`src/cbs_pkg.sv`:
```
// constants, types and the input synchroniser of the cpu bus cycle sequencer
// How it works
// [RULE1] fetch T1: program counter out, fetch strobes low
// [RULE2] stall sampled at T2 and stall fall
// [RULE3] opcode latched entering T3, strobes released
// [RULE4] T3 refresh: vector page, counter, strobe, request
// [RULE5] read strobe stays high during refresh
// [RULE6] bit7 enabled: refresh address spans 00 to FF
// [RULE7] bit7 pin follows address bit outside refresh
// [RULE8] T4 request high, refresh held to T1
// [RULE9] stall mechanism shared by all cycle kinds
// [RULE10] memory read: address, request, read strobe
// [RULE11] memory write: data driven, write strobe T2
// [RULE12] io cycles always add one auto stall
// [RULE13] io stall first sampled at auto stall
// [RULE14] io address: port low, register high
// [RULE15] io input: io request and read in T2
// [RULE16] io output: data from T1, strobes T2
// [RULE17] hold sampled at last state, bus floats
// [RULE18] hold rechecked each hold state, then resume
// [RULE19] hold grant low while bus floats
// [RULE20] no refresh while floated, strobe high
// [RULE21] alternate master refreshes during long holds
// [RULE22] no interrupt acceptance while floated
// [RULE23] address stable before memory request falls
// [RULE24] fetch four states, others three, before stalls
// [RULE25] refresh counter low seven bits step per fetch
`timescale 1ns/1ns
`default_nettype none

package cbs_pkg;

   // ----------------------------------------------------------------
   // cycle kinds, states and bundles
   // ----------------------------------------------------------------
   typedef enum logic [2:0] {CBS_FETCH, CBS_MEM_RD, CBS_MEM_WR, CBS_IO_RD, CBS_IO_WR} cbs_kind_t;

   typedef enum logic [2:0] {S_IDLE, S_T1, S_T2, S_TW, S_TWA, S_T3, S_T4, S_HOLD} cbs_state_t;

   typedef struct packed {
      cbs_kind_t kind;
      logic [15:0] addr;
      logic [7:0] wdata;
   } cbs_cmd_t;

   typedef struct packed {
      logic valid;
      logic opcode;
      logic [7:0] data;
   } cbs_rsp_t;

   typedef struct packed {
      logic fetch_cycle_n;
      logic mem_request_n;
      logic io_request_n;
      logic read_strobe_n;
      logic write_strobe_n;
      logic refresh_strobe_n;
   } cbs_ctrl_t;

   // ----------------------------------------------------------------
   // values after reset and phase codes
   // ----------------------------------------------------------------
   localparam cbs_ctrl_t CBS_CTRL_IDLE = 6'h3F;
   localparam logic [7:0] CBS_REFRESH_RESET = 8'h00;
   localparam logic [15:0] CBS_ADDR_RESET = 16'h0000;
   localparam logic [7:0] CBS_DATA_RESET = 8'h00;
   localparam logic CBS_PHASE_HIGH = 1'b0;
   localparam logic CBS_PHASE_LOW = 1'b1;
   localparam logic [1:0] CBS_PINS_IDLE = 2'h3;
   localparam int CBS_CLKS_PER_STATE = 2;
   localparam int CBS_FETCH_STATES = 4;
   localparam int CBS_XFER_STATES = 3;

endpackage : cbs_pkg

`default_nettype wire

`default_nettype none

// ----------------------------------------------------------------
// three stage synchroniser, change taken when stages two and three agree
// ----------------------------------------------------------------
module cbs_sync3
   import cbs_pkg::*;
#(
   parameter int WIDTH = 2,
   parameter logic [WIDTH-1:0] RESET_VAL = '1
)
(
   input wire logic i_clk,
   input wire logic i_rst,
   input wire logic [WIDTH-1:0] i_async,
   output logic [WIDTH-1:0] o_level
);
   logic [WIDTH-1:0] stage1;
   logic [WIDTH-1:0] stage2;
   logic [WIDTH-1:0] stage3;
   logic [WIDTH-1:0] agree;

   assign agree = ~(stage2 ^ stage3);

   always_ff @(posedge i_clk)
   begin
      if (i_rst)
      begin
         stage1 <= RESET_VAL;
         stage2 <= RESET_VAL;
         stage3 <= RESET_VAL;
         o_level <= RESET_VAL;
      end
      else
      begin
         stage1 <= i_async;
         stage2 <= stage1;
         stage3 <= stage2;
         o_level <= (agree & stage3) | (~agree & o_level);
      end
   end
endmodule : cbs_sync3

`default_nettype wire

```
`src/cbs_sequencer.sv`:
```
// external bus cycle sequencer: fetch with refresh, memory, io and bus hold
`timescale 1ns/1ns
`default_nettype none

module cbs_sequencer
   import cbs_pkg::*;
(
   input wire logic i_clk,
   input wire logic i_rst,
   // user side
   input wire logic i_cmd_valid,
   input wire cbs_cmd_t i_cmd,
   output logic o_cmd_taken,
   output cbs_rsp_t o_rsp,
   input wire logic [7:0] i_vector_page,
   input wire logic i_refresh_load,
   input wire logic [7:0] i_refresh_value,
   input wire logic i_refresh_bit7_en,
   output logic o_int_accept_en,
   // pins
   output logic [15:0] o_addr,
   output logic o_addr_oe,
   output logic o_refresh_addr_bit7,
   output logic [7:0] o_data,
   output logic o_data_oe,
   input wire logic [7:0] i_data,
   output cbs_ctrl_t o_ctrl,
   output logic o_ctrl_oe,
   input wire logic i_stall_request_n,
   input wire logic i_hold_request_n,
   output logic o_hold_grant_n
);

   // ----------------------------------------------------------------
   // state
   // ----------------------------------------------------------------
   cbs_state_t state;
   cbs_state_t next_state;
   logic phase;
   // the command in flight; kind, address and write data hold until the
   // edge that opens the next T1
   cbs_cmd_t cmd;
   logic stall_seen;
   logic hold_pend;
   logic refresh_linger;
   logic [7:0] refresh_counter;

   logic [1:0] pins_sync;
   logic stall_low;
   logic hold_low;

   // stall and hold come straight from pins, so they cross into this clock
   // through the filter; expect three to four clocks of lag
   cbs_sync3 #(
      .WIDTH(2),
      .RESET_VAL(CBS_PINS_IDLE)
   ) u_sync (
      .i_clk(i_clk),
      .i_rst(i_rst),
      .i_async({i_stall_request_n, i_hold_request_n}),
      .o_level(pins_sync)
   );

   assign stall_low = ~pins_sync[1];
   assign hold_low = ~pins_sync[0];

   // ----------------------------------------------------------------
   // decode of state, half state and cycle kind
   // ----------------------------------------------------------------
   wire ph_hi = (phase == CBS_PHASE_HIGH);
   wire ph_lo = (phase == CBS_PHASE_LOW);
   wire k_fetch = (cmd.kind == CBS_FETCH);
   wire k_mem_rd = (cmd.kind == CBS_MEM_RD);
   wire k_mem_wr = (cmd.kind == CBS_MEM_WR);
   wire k_io_rd = (cmd.kind == CBS_IO_RD);
   wire k_io_wr = (cmd.kind == CBS_IO_WR);
   wire k_io = k_io_rd | k_io_wr;
   wire k_mem = k_mem_rd | k_mem_wr;
   wire t1 = (state == S_T1);
   wire t2 = (state == S_T2);
   wire tw = (state == S_TW);
   wire twa = (state == S_TWA);
   wire t3 = (state == S_T3);
   wire t4 = (state == S_T4);
   wire in_idle = (state == S_IDLE);
   wire in_hold = (state == S_HOLD);
   wire in_access = t2 | tw | twa;
   wire in_cycle = t1 | in_access | t3 | t4;

   // last state of a machine cycle: T4 for a fetch, T3 otherwise
   wire last_state = (k_fetch & t4) | (~k_fetch & t3);                          // [RULE24]
   wire cycle_end = last_state & ph_lo;
   wire fetch_refresh_done = k_fetch & cycle_end;

   // ----------------------------------------------------------------
   // sequencing
   // ----------------------------------------------------------------
   // every bus state is two clocks, phase high then phase low; the state moves
   // only at the end of the low half, so stall and hold are looked at one
   // clock earlier, at the end of the high half
   // stall sampled at the falling edge of T2 and of each stall; io T2 ignores it
   wire stall_sample = ph_hi & ((t2 & ~k_io) | tw | twa);                      // [RULE2] [RULE9]
   wire hold_sample = ph_hi & last_state;                                      // [RULE17]
   wire take_cmd = i_cmd_valid & ~hold_low;

   always_comb
   begin
      next_state = state;
      if (ph_lo)
      begin
         unique case (state)
            S_IDLE:
            begin
               if (hold_low)
                  next_state = S_HOLD;
               else if (take_cmd)
                  next_state = S_T1;
            end
            S_T1: next_state = S_T2;
            S_T2:
            begin
               if (k_io)
                  next_state = S_TWA;                                          // [RULE12]
               else if (stall_seen)
                  next_state = S_TW;                                           // [RULE2]
               else
                  next_state = S_T3;
            end
            S_TW: next_state = stall_seen ? S_TW : S_T3;                        // [RULE9]
            S_TWA: next_state = stall_seen ? S_TW : S_T3;                       // [RULE13]
            S_T3:
            begin
               if (k_fetch)
                  next_state = S_T4;
               else if (hold_pend)
                  next_state = S_HOLD;                                         // [RULE17]
               else if (i_cmd_valid)
                  next_state = S_T1;
               else
                  next_state = S_IDLE;
            end
            S_T4:
            begin
               if (hold_pend)
                  next_state = S_HOLD;                                         // [RULE17]
               else if (i_cmd_valid)
                  next_state = S_T1;
               else
                  next_state = S_IDLE;
            end
            S_HOLD: next_state = hold_low ? S_HOLD : S_IDLE;                    // [RULE18]
         endcase
      end
   end

   // a command is latched only on the edge that opens T1
   wire enter_t1 = ph_lo & (next_state == S_T1) & (state != S_T1);

   // refresh counter: software load wins over the step
   // it steps once per fetch, at the close of T4
   wire [7:0] refresh_step = i_refresh_bit7_en ? (refresh_counter + 8'h01)     // [RULE6]
                           : {refresh_counter[7], refresh_counter[6:0] + 7'h01}; // [RULE25]

   always_ff @(posedge i_clk)
   begin
      if (i_rst)
      begin
         state <= S_IDLE;
         phase <= CBS_PHASE_HIGH;
         cmd <= '0;
         stall_seen <= 1'b0;
         hold_pend <= 1'b0;
         refresh_linger <= 1'b0;
         refresh_counter <= CBS_REFRESH_RESET;
      end
      else
      begin
         state <= next_state;
         phase <= ~phase;
         if (enter_t1)
            cmd <= i_cmd;
         if (stall_sample)
            stall_seen <= stall_low;
         if (hold_sample)
            hold_pend <= hold_low;
         if (fetch_refresh_done & ~hold_pend)
            refresh_linger <= 1'b1;                                            // [RULE8]
         else if (t1 | in_hold)
            refresh_linger <= 1'b0;
         if (i_refresh_load)
            refresh_counter <= i_refresh_value;
         else if (fetch_refresh_done)
            refresh_counter <= refresh_step;                                   // [RULE25]
      end
   end

   // ----------------------------------------------------------------
   // strobe decode
   // ----------------------------------------------------------------
   // strobes are decoded a clock ahead and registered, so pins lag state by one
   // memory request falls in the second half of T1, after the address settles; io request falls in T2
   wire fetch_mem_request_n = k_fetch & ((t1 & ph_lo) | in_access | (t3 & ph_lo) | (t4 & ph_hi)); // [RULE1] [RULE4] [RULE8] [RULE23]
   wire fetch_rd = k_fetch & ((t1 & ph_lo) | in_access);                       // [RULE3] [RULE5]
   wire fetch_m1 = k_fetch & (t1 | in_access);                                 // [RULE1] [RULE3]
   wire refresh_on = (k_fetch & (t3 | t4)) | (refresh_linger & in_idle);       // [RULE4] [RULE8] [RULE20]
   wire mem_mem_request_n = k_mem & ((t1 & ph_lo) | in_access | (t3 & ph_hi));         // [RULE10] [RULE23]
   wire mem_rd = k_mem_rd & ((t1 & ph_lo) | in_access | (t3 & ph_hi));         // [RULE10]
   wire mem_wr = k_mem_wr & ((t2 & ph_lo) | tw | (t3 & ph_hi));                // [RULE11]
   wire io_req = k_io & (in_access | (t3 & ph_hi));                            // [RULE15] [RULE16]
   wire io_rd = k_io_rd & (in_access | (t3 & ph_hi));                          // [RULE15]
   wire io_wr = k_io_wr & (in_access | (t3 & ph_hi));                          // [RULE16]

   // all strobes are active low
   cbs_ctrl_t next_ctrl;
   assign next_ctrl.fetch_cycle_n = ~fetch_m1;
   assign next_ctrl.mem_request_n = ~(fetch_mem_request_n | mem_mem_request_n);
   assign next_ctrl.io_request_n = ~io_req;
   assign next_ctrl.read_strobe_n = ~(fetch_rd | mem_rd | io_rd);
   assign next_ctrl.write_strobe_n = ~(mem_wr | io_wr);
   assign next_ctrl.refresh_strobe_n = ~(refresh_on & ~in_hold);               // [RULE20]

   // ----------------------------------------------------------------
   // address and data decode
   // ----------------------------------------------------------------
   // write data is driven from T1 so that it settles before the write strobe
   // io commands carry the port in the low byte and the register in the high byte
   wire [15:0] refresh_addr = {i_vector_page, refresh_counter};                // [RULE4] [RULE6]
   wire [15:0] next_addr = refresh_on ? refresh_addr : cmd.addr;               // [RULE1] [RULE14]
   wire next_bit7 = refresh_on ? refresh_counter[7] : cmd.addr[7];             // [RULE7]
   wire next_data_oe = (k_mem_wr | k_io_wr) & (t1 | in_access | t3);           // [RULE11] [RULE16]
   wire next_bus_oe = ~in_hold;                                                // [RULE17] [RULE18]

   // read data is taken raw from the pins; the far side must hold it steady
   // around the capture edge, as the data bus has no synchroniser
   // opcode taken on entry to T3, data reads at the falling edge of T3
   wire cap_fetch = k_fetch & ph_lo & (next_state == S_T3) & (t2 | tw);        // [RULE3]
   wire cap_read = (k_mem_rd | k_io_rd) & t3 & ph_hi;                          // [RULE10] [RULE15]

   cbs_rsp_t next_rsp;
   assign next_rsp.valid = cap_fetch | cap_read;
   assign next_rsp.opcode = cap_fetch;
   assign next_rsp.data = i_data;

   // ----------------------------------------------------------------
   // address pins
   // ----------------------------------------------------------------
   // the refresh address stays frozen while the strobe lingers in idle,
   // because the counter has already stepped by then; in hold the pins
   // float and keep their last value
   wire addr_keep = in_idle & refresh_linger;                                  // [RULE8]
   wire addr_load = (in_cycle | in_idle) & ~addr_keep;

   always_ff @(posedge i_clk)
   begin
      if (i_rst)
      begin
         o_addr <= CBS_ADDR_RESET;
         o_refresh_addr_bit7 <= 1'b0;
      end
      else if (addr_load)
      begin
         o_addr <= next_addr;                                                   // [RULE1] [RULE14]
         o_refresh_addr_bit7 <= next_bit7;                                      // [RULE7]
      end
   end

   // ----------------------------------------------------------------
   // registered outputs
   // ----------------------------------------------------------------
   always_ff @(posedge i_clk)
   begin
      if (i_rst)
      begin
         o_cmd_taken <= 1'b0;
         o_rsp <= '0;
         o_int_accept_en <= 1'b1;
         o_addr_oe <= 1'b1;
         o_data <= CBS_DATA_RESET;
         o_data_oe <= 1'b0;
         o_ctrl <= CBS_CTRL_IDLE;
         o_ctrl_oe <= 1'b1;
         o_hold_grant_n <= 1'b1;
      end
      else
      begin
         o_cmd_taken <= enter_t1;
         o_rsp <= next_rsp;
         o_int_accept_en <= ~in_hold;                                          // [RULE22]
         o_addr_oe <= next_bus_oe;                                             // [RULE17]
         o_data <= cmd.wdata;
         o_data_oe <= next_data_oe & next_bus_oe;
         o_ctrl <= next_ctrl;
         o_ctrl_oe <= next_bus_oe;
         o_hold_grant_n <= ~in_hold;                                           // [RULE19]
      end
   end

endmodule : cbs_sequencer

`default_nettype wire

```
`config.mk`:
```
export PLATFORM = sky130hd
export DESIGN_NAME = cbs_sequencer
export DESIGN_NICKNAME = d
export VERILOG_FILES = /design/src/cbs_pkg.sv /design/src/cbs_sequencer.sv
export SDC_FILE = /design/constraint.sdc
export NUM_CORES = 1
export LEC_CHECK = 0
export BUFFER_PORTS_ARGS = -buffer_cell sky130_fd_sc_hd__buf_2
export CAP_MARGIN = 20
export CORE_MARGIN = 5
export CORE_UTILIZATION = 54
export CTS_BUF_LIST = sky130_fd_sc_hd__clkbuf_4
export DETAILED_ROUTE_END_ITERATION = 6
export GPL_TIMING_DRIVEN = 0
export PLACE_DENSITY = 0.82
export SYNTH_ARGS = -nofsm -noshare
export SYNTH_HDL_FRONTEND = slang
export SYNTH_SLANG_ARGS = --single-unit
```
`constraint.sdc`:
```
create_clock -name i_clk -period 2.7 [get_ports i_clk]
set_clock_uncertainty 0.1 [all_clocks]
set_input_delay 0.135 -clock i_clk [delete_from_list [all_inputs] [get_ports i_clk]]
set_output_delay 0.135 -clock i_clk [all_outputs]
set_load 0.01 [all_outputs]
```
After elaboration in Yosys (flattened, before gate mapping)
Index checks and enable logic that the tools add are counted.

word-level totals
  register bits = 94

cells by class
  $add $sub $neg = 2
  equal/unequal tests = 14
  muxes and demuxes = 17
  bitwise operators = 84
  reduce and logical (&&, ||, !) cells = 7

operator list
  cell                                                                     count
  1-bit AND                                                                36
  1-bit OR                                                                 28
  3-bit 2-to-1 mux                                                         8
  8-bit 2-to-1 mux                                                         3
  3-bit case mux with 7 select lines                                       1
  3-bit equality test, second input constant                               6
  16-bit 2-to-1 mux                                                        1
  1-bit inverter                                                           14
  3-bit by 2-bit equality test with 1-bit output, second input constant    4
  3-bit by 1-bit equality test with 1-bit output, second input constant    3
  8-bit by 1-bit adder with 8-bit output, second input constant            1
  7-bit by 1-bit adder with 7-bit output, second input constant            1
  3-bit logical NOT                                                        2
  2-bit nonzero test                                                       3
  2-bit AND                                                                2
  1-bit 2-to-1 mux                                                         4
  2-bit inverter                                                           2
  3-bit by 1-bit inequality test with 1-bit output, second input constant  1
  2-bit OR                                                                 1
  2-bit AND reduction                                                      1
  2-bit OR reduction                                                       1
  2-bit XOR                                                                1

Depth between registers and ports, before layout
Gate-level depths: netlist of run 1.

  word-level depth = 9
  mapped depth = 9
  gate-level depth less buffers = 6

Hierarchy
From an unflattened synthesis of run 1, not the netlist that was laid out.

unflattened totals
  cell total of the unflattened synthesis = 416
  area total of the unflattened synthesis = 3960.0 sq um

modules (own cells, without submodules)
  module         instances  cells an instance  area each (sq um)  seq. area each (sq um)
  cbs_sequencer  1          396                3729.8             1701.6
  cbs_sync3      1          20                 230.2              160.2

Worst setup path after synthesis of run 1
No wires, ideal clock.

  path kind = reg2reg
  start point = reg state[0]
  end point = reg cmd[0] in the netlist's numbering
  setup time = 121 ps
  arrival = 1982 ps
  data required time = 2479 ps
  setup slack = 496 ps
  cell stages (with the launch flop) = 8
  path buffers = 2
  clock period less this slack = 2204 ps
  cells stage by stage = dfxtp_1 -> buf_4 -> or3_4 -> a21oi_2 -> nor3_1 -> or4_1 -> buf_6 -> mux2_4

between the ends
  word-level cells in the longest chain between the ends = 7
  elaborated cells between the ends (all ways) = 17
  classes of those cells = 9 x eq/ne; 4 x mux; 2 x bitwise; 2 x reduce/logical

RTL lines
  what                                                                            line                  source
  start, declared                                                                 cbs_sequencer.sv:37   cbs_state_t state;
  start signal, assigned                                                          cbs_sequencer.sv:178  state <= next_state;
  3-bit by 2-bit equality test with 1-bit output (tied with other cells)          cbs_sequencer.sv:111  unique case (state)
  2-bit OR reduction (no source line) / 3-bit 2-to-1 mux (equally long branches)  n/a
  3-bit case mux with 7 select lines                                              cbs_sequencer.sv:111
  3-bit 2-to-1 mux                                                                cbs_sequencer.sv:109  if (ph_lo)
  3-bit by 1-bit equality test with 1-bit output                                  cbs_sequencer.sv:157  wire enter_t1 = ph_lo & (next_state == S_T1) & (state != S_T1);
  1-bit AND                                                                       cbs_sequencer.sv:157
  1-bit AND *                                                                     cbs_sequencer.sv:157
  end signal, assigned                                                            cbs_sequencer.sv:181  cmd <= i_cmd;
  end, declared                                                                   cbs_sequencer.sv:42   cbs_cmd_t cmd;

Every way passes the cells marked *; elsewhere a longest branch is shown, timed or not.
A chain may end at the register's enable or synchronous reset.

Final worst setup path of run 1
  start point = reg state[2]
  end point = reg refresh_counter[1]

between the ends
  word-level cells in the longest chain between the ends = 6
  elaborated cells between the ends (all ways) = 8
  classes of those cells = 2 x eq/ne; 5 x bitwise; 1 x reduce/logical

RTL lines
  what                                    line                                      source
  3-bit equality test (on tied branches)  cbs_sequencer.sv:84, cbs_sequencer.sv:83
  1-bit AND                               cbs_sequencer.sv:91                       wire last_state = (k_fetch & t4) | (~k_fetch & t3);
  1-bit OR *                              cbs_sequencer.sv:91
  1-bit AND *                             cbs_sequencer.sv:92                       wire cycle_end = last_state & ph_lo;
  1-bit AND *                             cbs_sequencer.sv:93                       wire fetch_refresh_done = k_fetch & cycle_end;
  2-bit nonzero test (no source line) *   n/a
  end signal, assigned                    cbs_sequencer.sv:191                      refresh_counter <= i_refresh_value;
  end signal, assigned                    cbs_sequencer.sv:193                      refresh_counter <= refresh_step;
  end, declared                           cbs_sequencer.sv:46                       logic [7:0] refresh_counter;

Marked as above.

==> metrics.log, run 1 <==
INFO  metric finish.instance_area = 5390 um2
INFO  metric ir_worst_vdd = 0.330 mV
INFO  metric setup.worst_path.class = flop to flop
INFO  metric drtIter0Drc = 214
INFO  metric io_pins = 105
INFO  metric cellLeakagePower = 2.41 nW
INFO  metric die-area = 9090 um2
INFO  metric post_dp_cell_area = 4570 um2
INFO  metric netlist_instances = 431
INFO  metric critPathCaptureType = flop
INFO  metric pwr-share-comb = 18.2%
INFO  metric p_switching = 0.802 mW
INFO  metric viasPerCell = 5.34
INFO  metric nature_of_the_critical_path_startpoint = flop
INFO  metric globalplace.congestion = 0.898
INFO  metric die_h = 95.3 um
INFO  metric ys_types = 53
INFO  metric hold_depth = 4
INFO  metric timing.final.max_slew_violations = 0
INFO  metric layout.area.seq = 1860 um2
INFO  metric syn2layout_area_growth = 37.1%
INFO  metric timing.final.crit_period = 2.54 ns
INFO  metric seq_area_frac_synth = 47.3%
INFO  metric setup_total_negative_slack = 0 ns
INFO  metric floorplan.rows = 31
INFO  metric worst-endpoint-arrival = 2.76 ns
INFO  metric synth.ff_latch_count = 93
INFO  metric chip_width = 95.3 um
INFO  metric drt_first_pass_iters = 5
INFO  metric grt_usage = 24.3%
INFO  metric rsz0062_at_grt = false
INFO  metric worstPathMaxFanout = 10
INFO  metric p_seq_share = 49.6%
INFO  metric critical_path.reg2reg.endpoint = refresh_counter[1]$_SDFFE_PP0P_
INFO  metric clk_pin_slew = 0.15 ns
INFO  metric clk_root_buffer_cell = sky130_fd_sc_hd__clkbuf_4
INFO  metric internal_power = 2.22 mW
INFO  metric post_synth.cell_area_avg = 9.12 um2
INFO  metric final_common_cell = sky130_fd_sc_hd__buf_2
INFO  metric final_hold_viol_count = 0
INFO  metric place_worst_setup_slack = 0.158 ns
INFO  metric crit_start = state[2]$_SDFF_PP0_
INFO  metric hold_path_origin = i_refresh_bit7_en
INFO  metric min_path_type = primary input to flop
INFO  metric place_hpwl = 7.04 mm
INFO  metric grt_pass1_wl = 17.2 mm
INFO  metric instances_no_fill = 709
INFO  metric holdPathEnd = refresh_counter[7]$_SDFFE_PP0P_
INFO  metric post-layout-total-power = 3.03 mW
INFO  metric setup_viol = 0
INFO  metric nets = 664
INFO  metric numCtsBuffers = 9
INFO  metric h-tree-depth = 3
INFO  metric slew_worst_pin = 0.568 ns
INFO  metric layout.cells.most_common_list = sky130_fd_sc_hd__buf_2 (105), sky130_fd_sc_hd__dfxtp_1 (93), sky130_fd_sc_hd__nand2_1 (77)
INFO  metric effective_utilization_at_floorplan = 54.8%
INFO  metric synth_area = 3930 um2
INFO  metric cp_data_required_time = 2.92 ns
INFO  metric dp.cells = 633
INFO  metric clock.fmax = 0.393 GHz
INFO  metric avgRoutedWirePerCell = 15.6 um
INFO  metric power.share.switching = 26.5%
INFO  metric max_cap_violations = 0
INFO  metric status = complete, no violations
INFO  metric clock_latency_of_the_later_clocked_register_in_the_worst_skew_pair = 0.44 ns
INFO  metric multi_input_area = 1860 um2
INFO  metric ctsLongestPathBuffers = 2
INFO  metric power_density = 561 nW/um2
INFO  metric timing.final.crit_share = 94.2%
INFO  metric antenna-diode-count = 0
INFO  metric fillers = 511
INFO  metric r2r_setup_slack = 0.16 ns
INFO  metric floorplan.core_area = 7180 um2
INFO  metric cts_post_setup_buffers_inserted = 0
INFO  metric totalWireLength = 11.1 mm
INFO  metric largest_net_degree_at_the_start_of_global_routing = 17
INFO  metric global_route.overflow_total = 0
INFO  metric setup_slack = 0.157 ns
INFO  metric slew_headroom = 62.1%
INFO  metric syn-num-nets = 490
INFO  metric antenna_found_initial = 0
INFO  metric numPortBuffers = 103
INFO  metric synth_warnings = 0
INFO  metric num_vias = 3784
INFO  metric tritoncts = yes
INFO  metric timing.reg2reg.worst_path_depth = 9
INFO  metric drc_errors = 0
INFO  metric grt_pass1_vias = 3649
INFO  metric worstReg2RegStart = state[2]$_SDFF_PP0_
INFO  metric antenna_left = 0
INFO  metric share_of_post_route_cells_with_drive_strength_above_1 = 26.2%
INFO  metric pwr-share-clk = 32.2%
INFO  metric cts.sink_count = 93
stage by stage:
step / hold WS, ns / util [%]
detailed placement: 0.220 / 63.7
floorplan: 0.139 / -
CTS: 0.00764 / 74.8
global placement: 0.220 / 63.7
global route: 0.0422 / 75.1
finish: 0.0272 / 75.1
power by group through the flow:
stage          clock network (mW)  logic (mW)  registers (mW)
5_1_grt                      1.04       0.594            1.51
3_5_place_dp                    0       0.463            1.53
2_1_floorplan                   0       0.306            1.53
4_1_cts                     0.982       0.534            1.50
3_3_place_gp                    0       0.456            1.53
6_report                    0.975       0.549            1.50
worst max-delay path, stage by stage, from the launching register on:
cell	delay (ns)
sky130_fd_sc_hd__dfxtp_1	0.40
sky130_fd_sc_hd__clkbuf_4	0.22
sky130_fd_sc_hd__nor4b_4	0.28
sky130_fd_sc_hd__and3_1	0.19
sky130_fd_sc_hd__buf_2	0.21
sky130_fd_sc_hd__mux2i_1	0.20
sky130_fd_sc_hd__nor2_1	0.06
sky130_fd_sc_hd__a21oi_1	0.11
sky130_fd_sc_hd__dlygate4sd3_1	0.59
sky130_fd_sc_hd__nor2_1	0.05
sequential cells by signal, indices dropped and copies added (netlist names), named ones only:
signal / cells
o_addr: 16
stall_seen: 1
o_data_oe: 1
refresh_linger: 1
state: 3
cmd: 27
refresh_counter: 8
o_hold_grant_n: 1
u_sync.stage1: 2
hold_pend: 1
o_ctrl: 6
o_rsp: 10
o_data: 8
o_cmd_taken: 1
ph_lo: 1
u_sync.stage2: 2
u_sync.stage3: 2
layer usage:
| metal | part of all wire (%) | routed length (um) | GRT usage (%) |
|---|---|---|---|
| met5 | 0 | 0 | 0 |
| met4 | 2.1 | 233 | 9.62 |
| met3 | 6.2 | 684 | 4.18 |
| met2 | 51 | 5640 | 42.9 |
| met1 | 41 | 4520 | 29.1 |
cell usage after synthesis, drive strengths merged:
library cell | number | area [um2]
clkbuf | 17 | 63.8
ha | 1 | 12.5
dfxtp | 93 | 1860
or4 | 1 | 7.51
mux2 | 8 | 120
a21oi | 38 | 194
nand2b | 3 | 18.8
and2 | 2 | 12.5
nor3 | 4 | 25.0
nor2b | 27 | 169
mux2i | 22 | 220
o221ai | 16 | 140
or2b | 3 | 22.5
and2b | 2 | 16.3
nand2 | 77 | 289
a31oi | 1 | 6.26
buf | 17 | 149
inv | 5 | 18.8
or2 | 7 | 43.8
o31ai | 3 | 36.3
a211o | 2 | 17.5
o21ai | 10 | 53.8
nand4 | 4 | 25.0
a221oi | 2 | 17.5
o22ai | 1 | 6.26
xnor2 | 5 | 43.8
and3 | 5 | 31.3
nand3b | 2 | 15.0
a22oi | 3 | 22.5
clkinv | 1 | 3.75
a311oi | 1 | 8.76
a211oi | 4 | 30.0
a41o | 1 | 10.0
or3b | 1 | 11.3
or3 | 4 | 30.0
o21bai | 1 | 7.51
nor4b | 1 | 8.76
nand3 | 5 | 25.0
nand4b | 1 | 8.76
xor2 | 2 | 17.5
nor2 | 27 | 104
o211ai | 1 | 7.51
layout make-up:
type,instances,share of cell area [%]
tap,99,2.30
sequential,93,34.5
multi-input combinational,298,34.5
clock buffer,10,1.39
timing repair buffer,163,20.7
inverter,6,0.418
clock inverter,6,2.20
buffer,34,3.99
worst max path at each step:
| stage | end | slack, ns | cells after the start |
|---|---|---|---|
| 2_1_floorplan | cmd[0]$_SDFFE_PP0P_ | 0.50 | 7 |
| 3_3_place_gp | o_addr[6]$_SDFFE_PP0P_ | 0.19 | 7 |
| 3_5_place_dp | o_addr[13]$_SDFFE_PP0P_ | 0.16 | 7 |
| 4_1_cts | refresh_counter[1]$_SDFFE_PP0P_ | 0.04 | 9 |
| 5_1_grt | cmd[18]$_SDFFE_PP0P_ | 0.01 | 9 |
| 6_report | refresh_counter[1]$_SDFFE_PP0P_ | 0.16 | 9 |
kinds of logic (layout without fill, tap and decap cells):
family	Yosys count	after routing	synth area share, %
AO/OA/AOI/OAI	84	84	14.2
XOR/XNOR	7	7	1.56
adder cells (fa/ha/maj)	1	1	0.318
buffers and inverters	40	219	5.98
flip-flops	93	93	47.3
multiplexers	30	30	8.65
AND/OR/NAND/NOR	176	176	22.0
what timing repair did:
| action | 4_1_cts | 5_1_grt |
|---|---|---|
| setup endpoints to repair | 0 | 12 |
| endpoints found under the hold margin | 55 | 0 |
| resized for setup | 0 | 5 |
| hold buffers | 60 | 0 |
No activity file was read; power rests on OpenSTA's default activity.
==> run 2: changes to the inputs <==
--- a/config.mk
+++ b/config.mk
@@ -8,11 +8,12 @@
 export BUFFER_PORTS_ARGS = -buffer_cell sky130_fd_sc_hd__buf_2
 export CAP_MARGIN = 20
 export CORE_MARGIN = 5
-export CORE_UTILIZATION = 54
-export CTS_BUF_LIST = sky130_fd_sc_hd__clkbuf_4
+export CORE_UTILIZATION = 52
+export CTS_BUF_LIST = sky130_fd_sc_hd__clkbuf_16
 export DETAILED_ROUTE_END_ITERATION = 6
 export GPL_TIMING_DRIVEN = 0
-export PLACE_DENSITY = 0.82
+export PLACE_DENSITY = 0.79
+export SKIP_CTS_REPAIR_TIMING = 1
 export SYNTH_ARGS = -nofsm -noshare
 export SYNTH_HDL_FRONTEND = slang
 export SYNTH_SLANG_ARGS = --single-unit
==> constraint.sdc (replaced) <==
create_clock -name i_clk -period 2.7 [get_ports i_clk]
set_clock_uncertainty 0.1 [all_clocks]
set_input_delay 0.135 -clock i_clk [delete_from_list [all_inputs] [get_ports i_clk]]
set_output_delay 0.135 -clock i_clk [all_outputs]
set_load 0.02 [all_outputs]
==> run 2 against run 1 <==
  * The run now ends with negative hold slack left
  * Sequential share of layout area increased by 1.2 points
  * Highest routed layer unchanged
  * Largest power group unchanged
  * Sequential cell count did not move
  * Cell area decreased by 3.4%
  * Critical path type unchanged
  * Register-to-register slack hardly changed
==> metrics.log, run 2 (synthesis gave the netlist of run 1 again) <==
INFO  metric timing.final.crit_period = 2.53 ns (-0.0117 ns)
INFO  metric post_dp_cell_area = 4570 um2 (unchanged)
INFO  metric globalplace.congestion = 0.946 (+5.3%)
INFO  metric grt_pass1_wl = 16.1 mm (-6.1%)
INFO  metric power.share.switching = 25.8% (-0.70 points)
INFO  metric violations = negative hold slack
INFO  metric r2r_setup_slack = 0.17 ns (about the same)
INFO  metric gate_family_responsible_for_the_most_delay_along_the_worst_path = simple AND/OR/NAND/NOR gates
INFO  metric timing.final.crit_share = 93.7% (-0.43 points)
INFO  metric max_cap_violations = 0 (unchanged)
INFO  metric min_path_type = primary input to flop
INFO  metric final_common_cell = sky130_fd_sc_hd__buf_2
INFO  metric layout.cells.most_common_list = sky130_fd_sc_hd__buf_2 (106), sky130_fd_sc_hd__dfxtp_1 (93), sky130_fd_sc_hd__nand2_1 (77)
INFO  metric grt_usage = 20.6% (-3.6 points)
INFO  metric totalWireLength = 10.4 mm (-5.7%)
INFO  metric grt_pass1_vias = 3405 (-6.7%)
INFO  metric avgRoutedWirePerCell = 15.3 um (-2.0%)
INFO  metric drtIter0Drc = 203 (-5.1%)
INFO  metric h-tree-depth = 3 (unchanged)
INFO  metric nets = 638 (-3.9%)
INFO  metric status = finished, violations left
INFO  metric io_pins = 105 (unchanged)
INFO  metric numPortBuffers = 103 (unchanged)
INFO  metric chip_width = 97.0 um (+1.7%)
INFO  metric syn2layout_area_growth = 32.5%
INFO  metric timing.critical_path.cells = buf_2 > nor4b_1 > and3_1 > buf_2 > and3_1 > nand4_1 > xor2_1 > a211oi_1
INFO  metric nature_of_the_critical_path_startpoint = flop
INFO  metric drc_errors = 0 (unchanged)
INFO  metric tritoncts = yes
INFO  metric ir_worst_vdd = 0.413 mV (+25%)
INFO  metric effective_utilization_at_floorplan = 53.9% (-0.87 points)
INFO  metric num_vias = 3634 (-4.0%)
INFO  metric worst_hold_slack = -0.0628 ns (-0.0900 ns)
INFO  metric critPathBufInv = 2 (-1)
INFO  metric clk_pin_slew = 0.07 ns (-0.08 ns)
INFO  metric floorplan.core_area = 7290 um2 (+1.6%)
INFO  metric setup_viol = 0 (unchanged)
INFO  metric timing.final.max_slew_violations = 0 (unchanged)
INFO  metric reg_top3 = cmd x27, o_addr x16, o_rsp x10
INFO  metric cts.sink_count = 93 (unchanged)
INFO  metric worst-endpoint-arrival = 2.69 ns (-0.07 ns)
INFO  metric drt_first_pass_iters = 4 (-1)
INFO  metric largest_register_ffs = 27 (unchanged)
INFO  metric internal_power = 2.42 mW (+8.7%)
INFO  metric critPathCaptureType = flop
INFO  metric viasPerCell = 5.33 (-0.16%)
INFO  metric setup.worst_path.class = flop to flop
INFO  metric die_h = 97.0 um (+1.7%)
INFO  metric finish.instance_area = 5210 um2 (-3.4%)
INFO  metric p_switching = 0.841 mW (+4.8%)
INFO  metric global_route.overflow_total = 0 (unchanged)
INFO  metric share_of_post_route_cells_with_drive_strength_above_1 = 26.9% (+0.70 points)
INFO  metric setup_total_negative_slack = 0 ns (unchanged)
INFO  metric power_density = 625 nW/um2 (+11%)
INFO  metric post-layout-total-power = 3.26 mW (+7.7%)
INFO  metric place_hpwl = 7.16 mm (+1.7%)
INFO  metric antenna_left = 0 (unchanged)
INFO  metric largest-register = cmd
INFO  metric antenna-diode-count = 0 (unchanged)
INFO  metric cp_data_required_time = 2.86 ns (-0.06 ns)
INFO  metric pwr-share-clk = 37.5% (+5.3 points)
INFO  metric numCtsBuffers = 9 (unchanged)
INFO  metric clk_root_buffer_cell = sky130_fd_sc_hd__clkbuf_16
INFO  metric die-area = 9400 um2 (+3.4%)
INFO  metric cp_slowest_cell = sky130_fd_sc_hd__nor4b_1
INFO  metric pwr-share-comb = 16.5% (-1.7 points)
INFO  metric largest_net_degree_at_the_start_of_global_routing = 16 (-1)
INFO  metric slew_headroom = 53.9% (-8.2 points)
INFO  metric final_hold_viol_count = 1 (+1)
INFO  metric dp.cells = 633 (unchanged)
INFO  metric p_seq_share = 46.0% (-3.6 points)
INFO  metric floorplan.rows = 31 (unchanged)
INFO  metric slew_worst_pin = 0.681 ns (+0.113 ns)
INFO  metric clock.fmax = 0.395 GHz (+0.46%)
INFO  metric crit_path_max_incr_delay = 0.59 ns (about the same)
INFO  metric cellLeakagePower = 2.34 nW (-2.9%)
INFO  metric ctsLongestPathBuffers = 2 (unchanged)
INFO  metric clock_latency_of_the_later_clocked_register_in_the_worst_skew_pair = 0.34 ns (-0.10 ns)
INFO  metric worstPathMaxFanout = 10 (unchanged)
INFO  metric antenna_found_initial = 0 (unchanged)
INFO  metric instances_no_fill = 682 (-3.8%)
==> run 2: final timing paths <==
kind / from / depth (start not counted) / end
worst min register to register: u_sync.stage1[1]$_SDFF_PP1_ / 1 / u_sync.stage2[1]$_SDFF_PP1_
worst max-delay path: state[2]$_SDFF_PP0_ / 8 / refresh_counter[7]$_SDFFE_PP0P_
worst max register to register: state[2]$_SDFF_PP0_ / 8 / refresh_counter[7]$_SDFFE_PP0P_
worst min-delay path: i_refresh_value[1] / 3 / refresh_counter[1]$_SDFFE_PP0P_
==> run 2: stage by stage <==
stage	hold WS (ns)	utilization, %	setup WS, ns
CTS	-0.124	66.7	0.229
global placement	0.219	62.7	0.262
floorplan	0.139	-	0.496
detailed placement	0.223	62.7	0.235
finish	-0.0628	71.4	0.169
global route	0.00575	71.4	-0.0418
==> run 2: power by group through the flow <==
stage | Clock [mW] | Sequential (mW) | Combinational (mW)
6_report | 1.22 | 1.50 | 0.536
3_5_place_dp | 0 | 1.53 | 0.489
2_1_floorplan | 0 | 1.56 | 0.307
4_1_cts | 1.24 | 1.50 | 0.493
5_1_grt | 1.30 | 1.51 | 0.584
3_3_place_gp | 0 | 1.52 | 0.484
==> run 2: cell type report <==
class / count / area (um2)
inverter: 6 / 22.5
fill: 576 / 2080
tap: 99 / 124
multi-input combinational: 298 / 1840
clock inverter: 6 / 63.8
timing repair buffer: 137 / 856
clock buffer: 9 / 225
buffer: 34 / 213
sequential: 93 / 1860
==> run 2: worst reg2reg max path, stage by stage, from the launching register on <==
cell and delay (ns):
sky130_fd_sc_hd__dfxtp_1 0.37, sky130_fd_sc_hd__buf_2 0.23, sky130_fd_sc_hd__nor4b_1 0.60, sky130_fd_sc_hd__and3_1 0.25, sky130_fd_sc_hd__buf_2 0.21, sky130_fd_sc_hd__and3_1 0.18, sky130_fd_sc_hd__nand4_1 0.12, sky130_fd_sc_hd__xor2_1 0.17
sky130_fd_sc_hd__a211oi_1 0.22
==> run 2: routing by layer <==
metal,share of wire [%],up-vias,global-route usage (%)
li1,-,1775,-
met1,42,1710,24.9
met2,50,126,35.3
met3,5.7,23,5.54
met4,2.6,0,7.13
met5,0,-,0
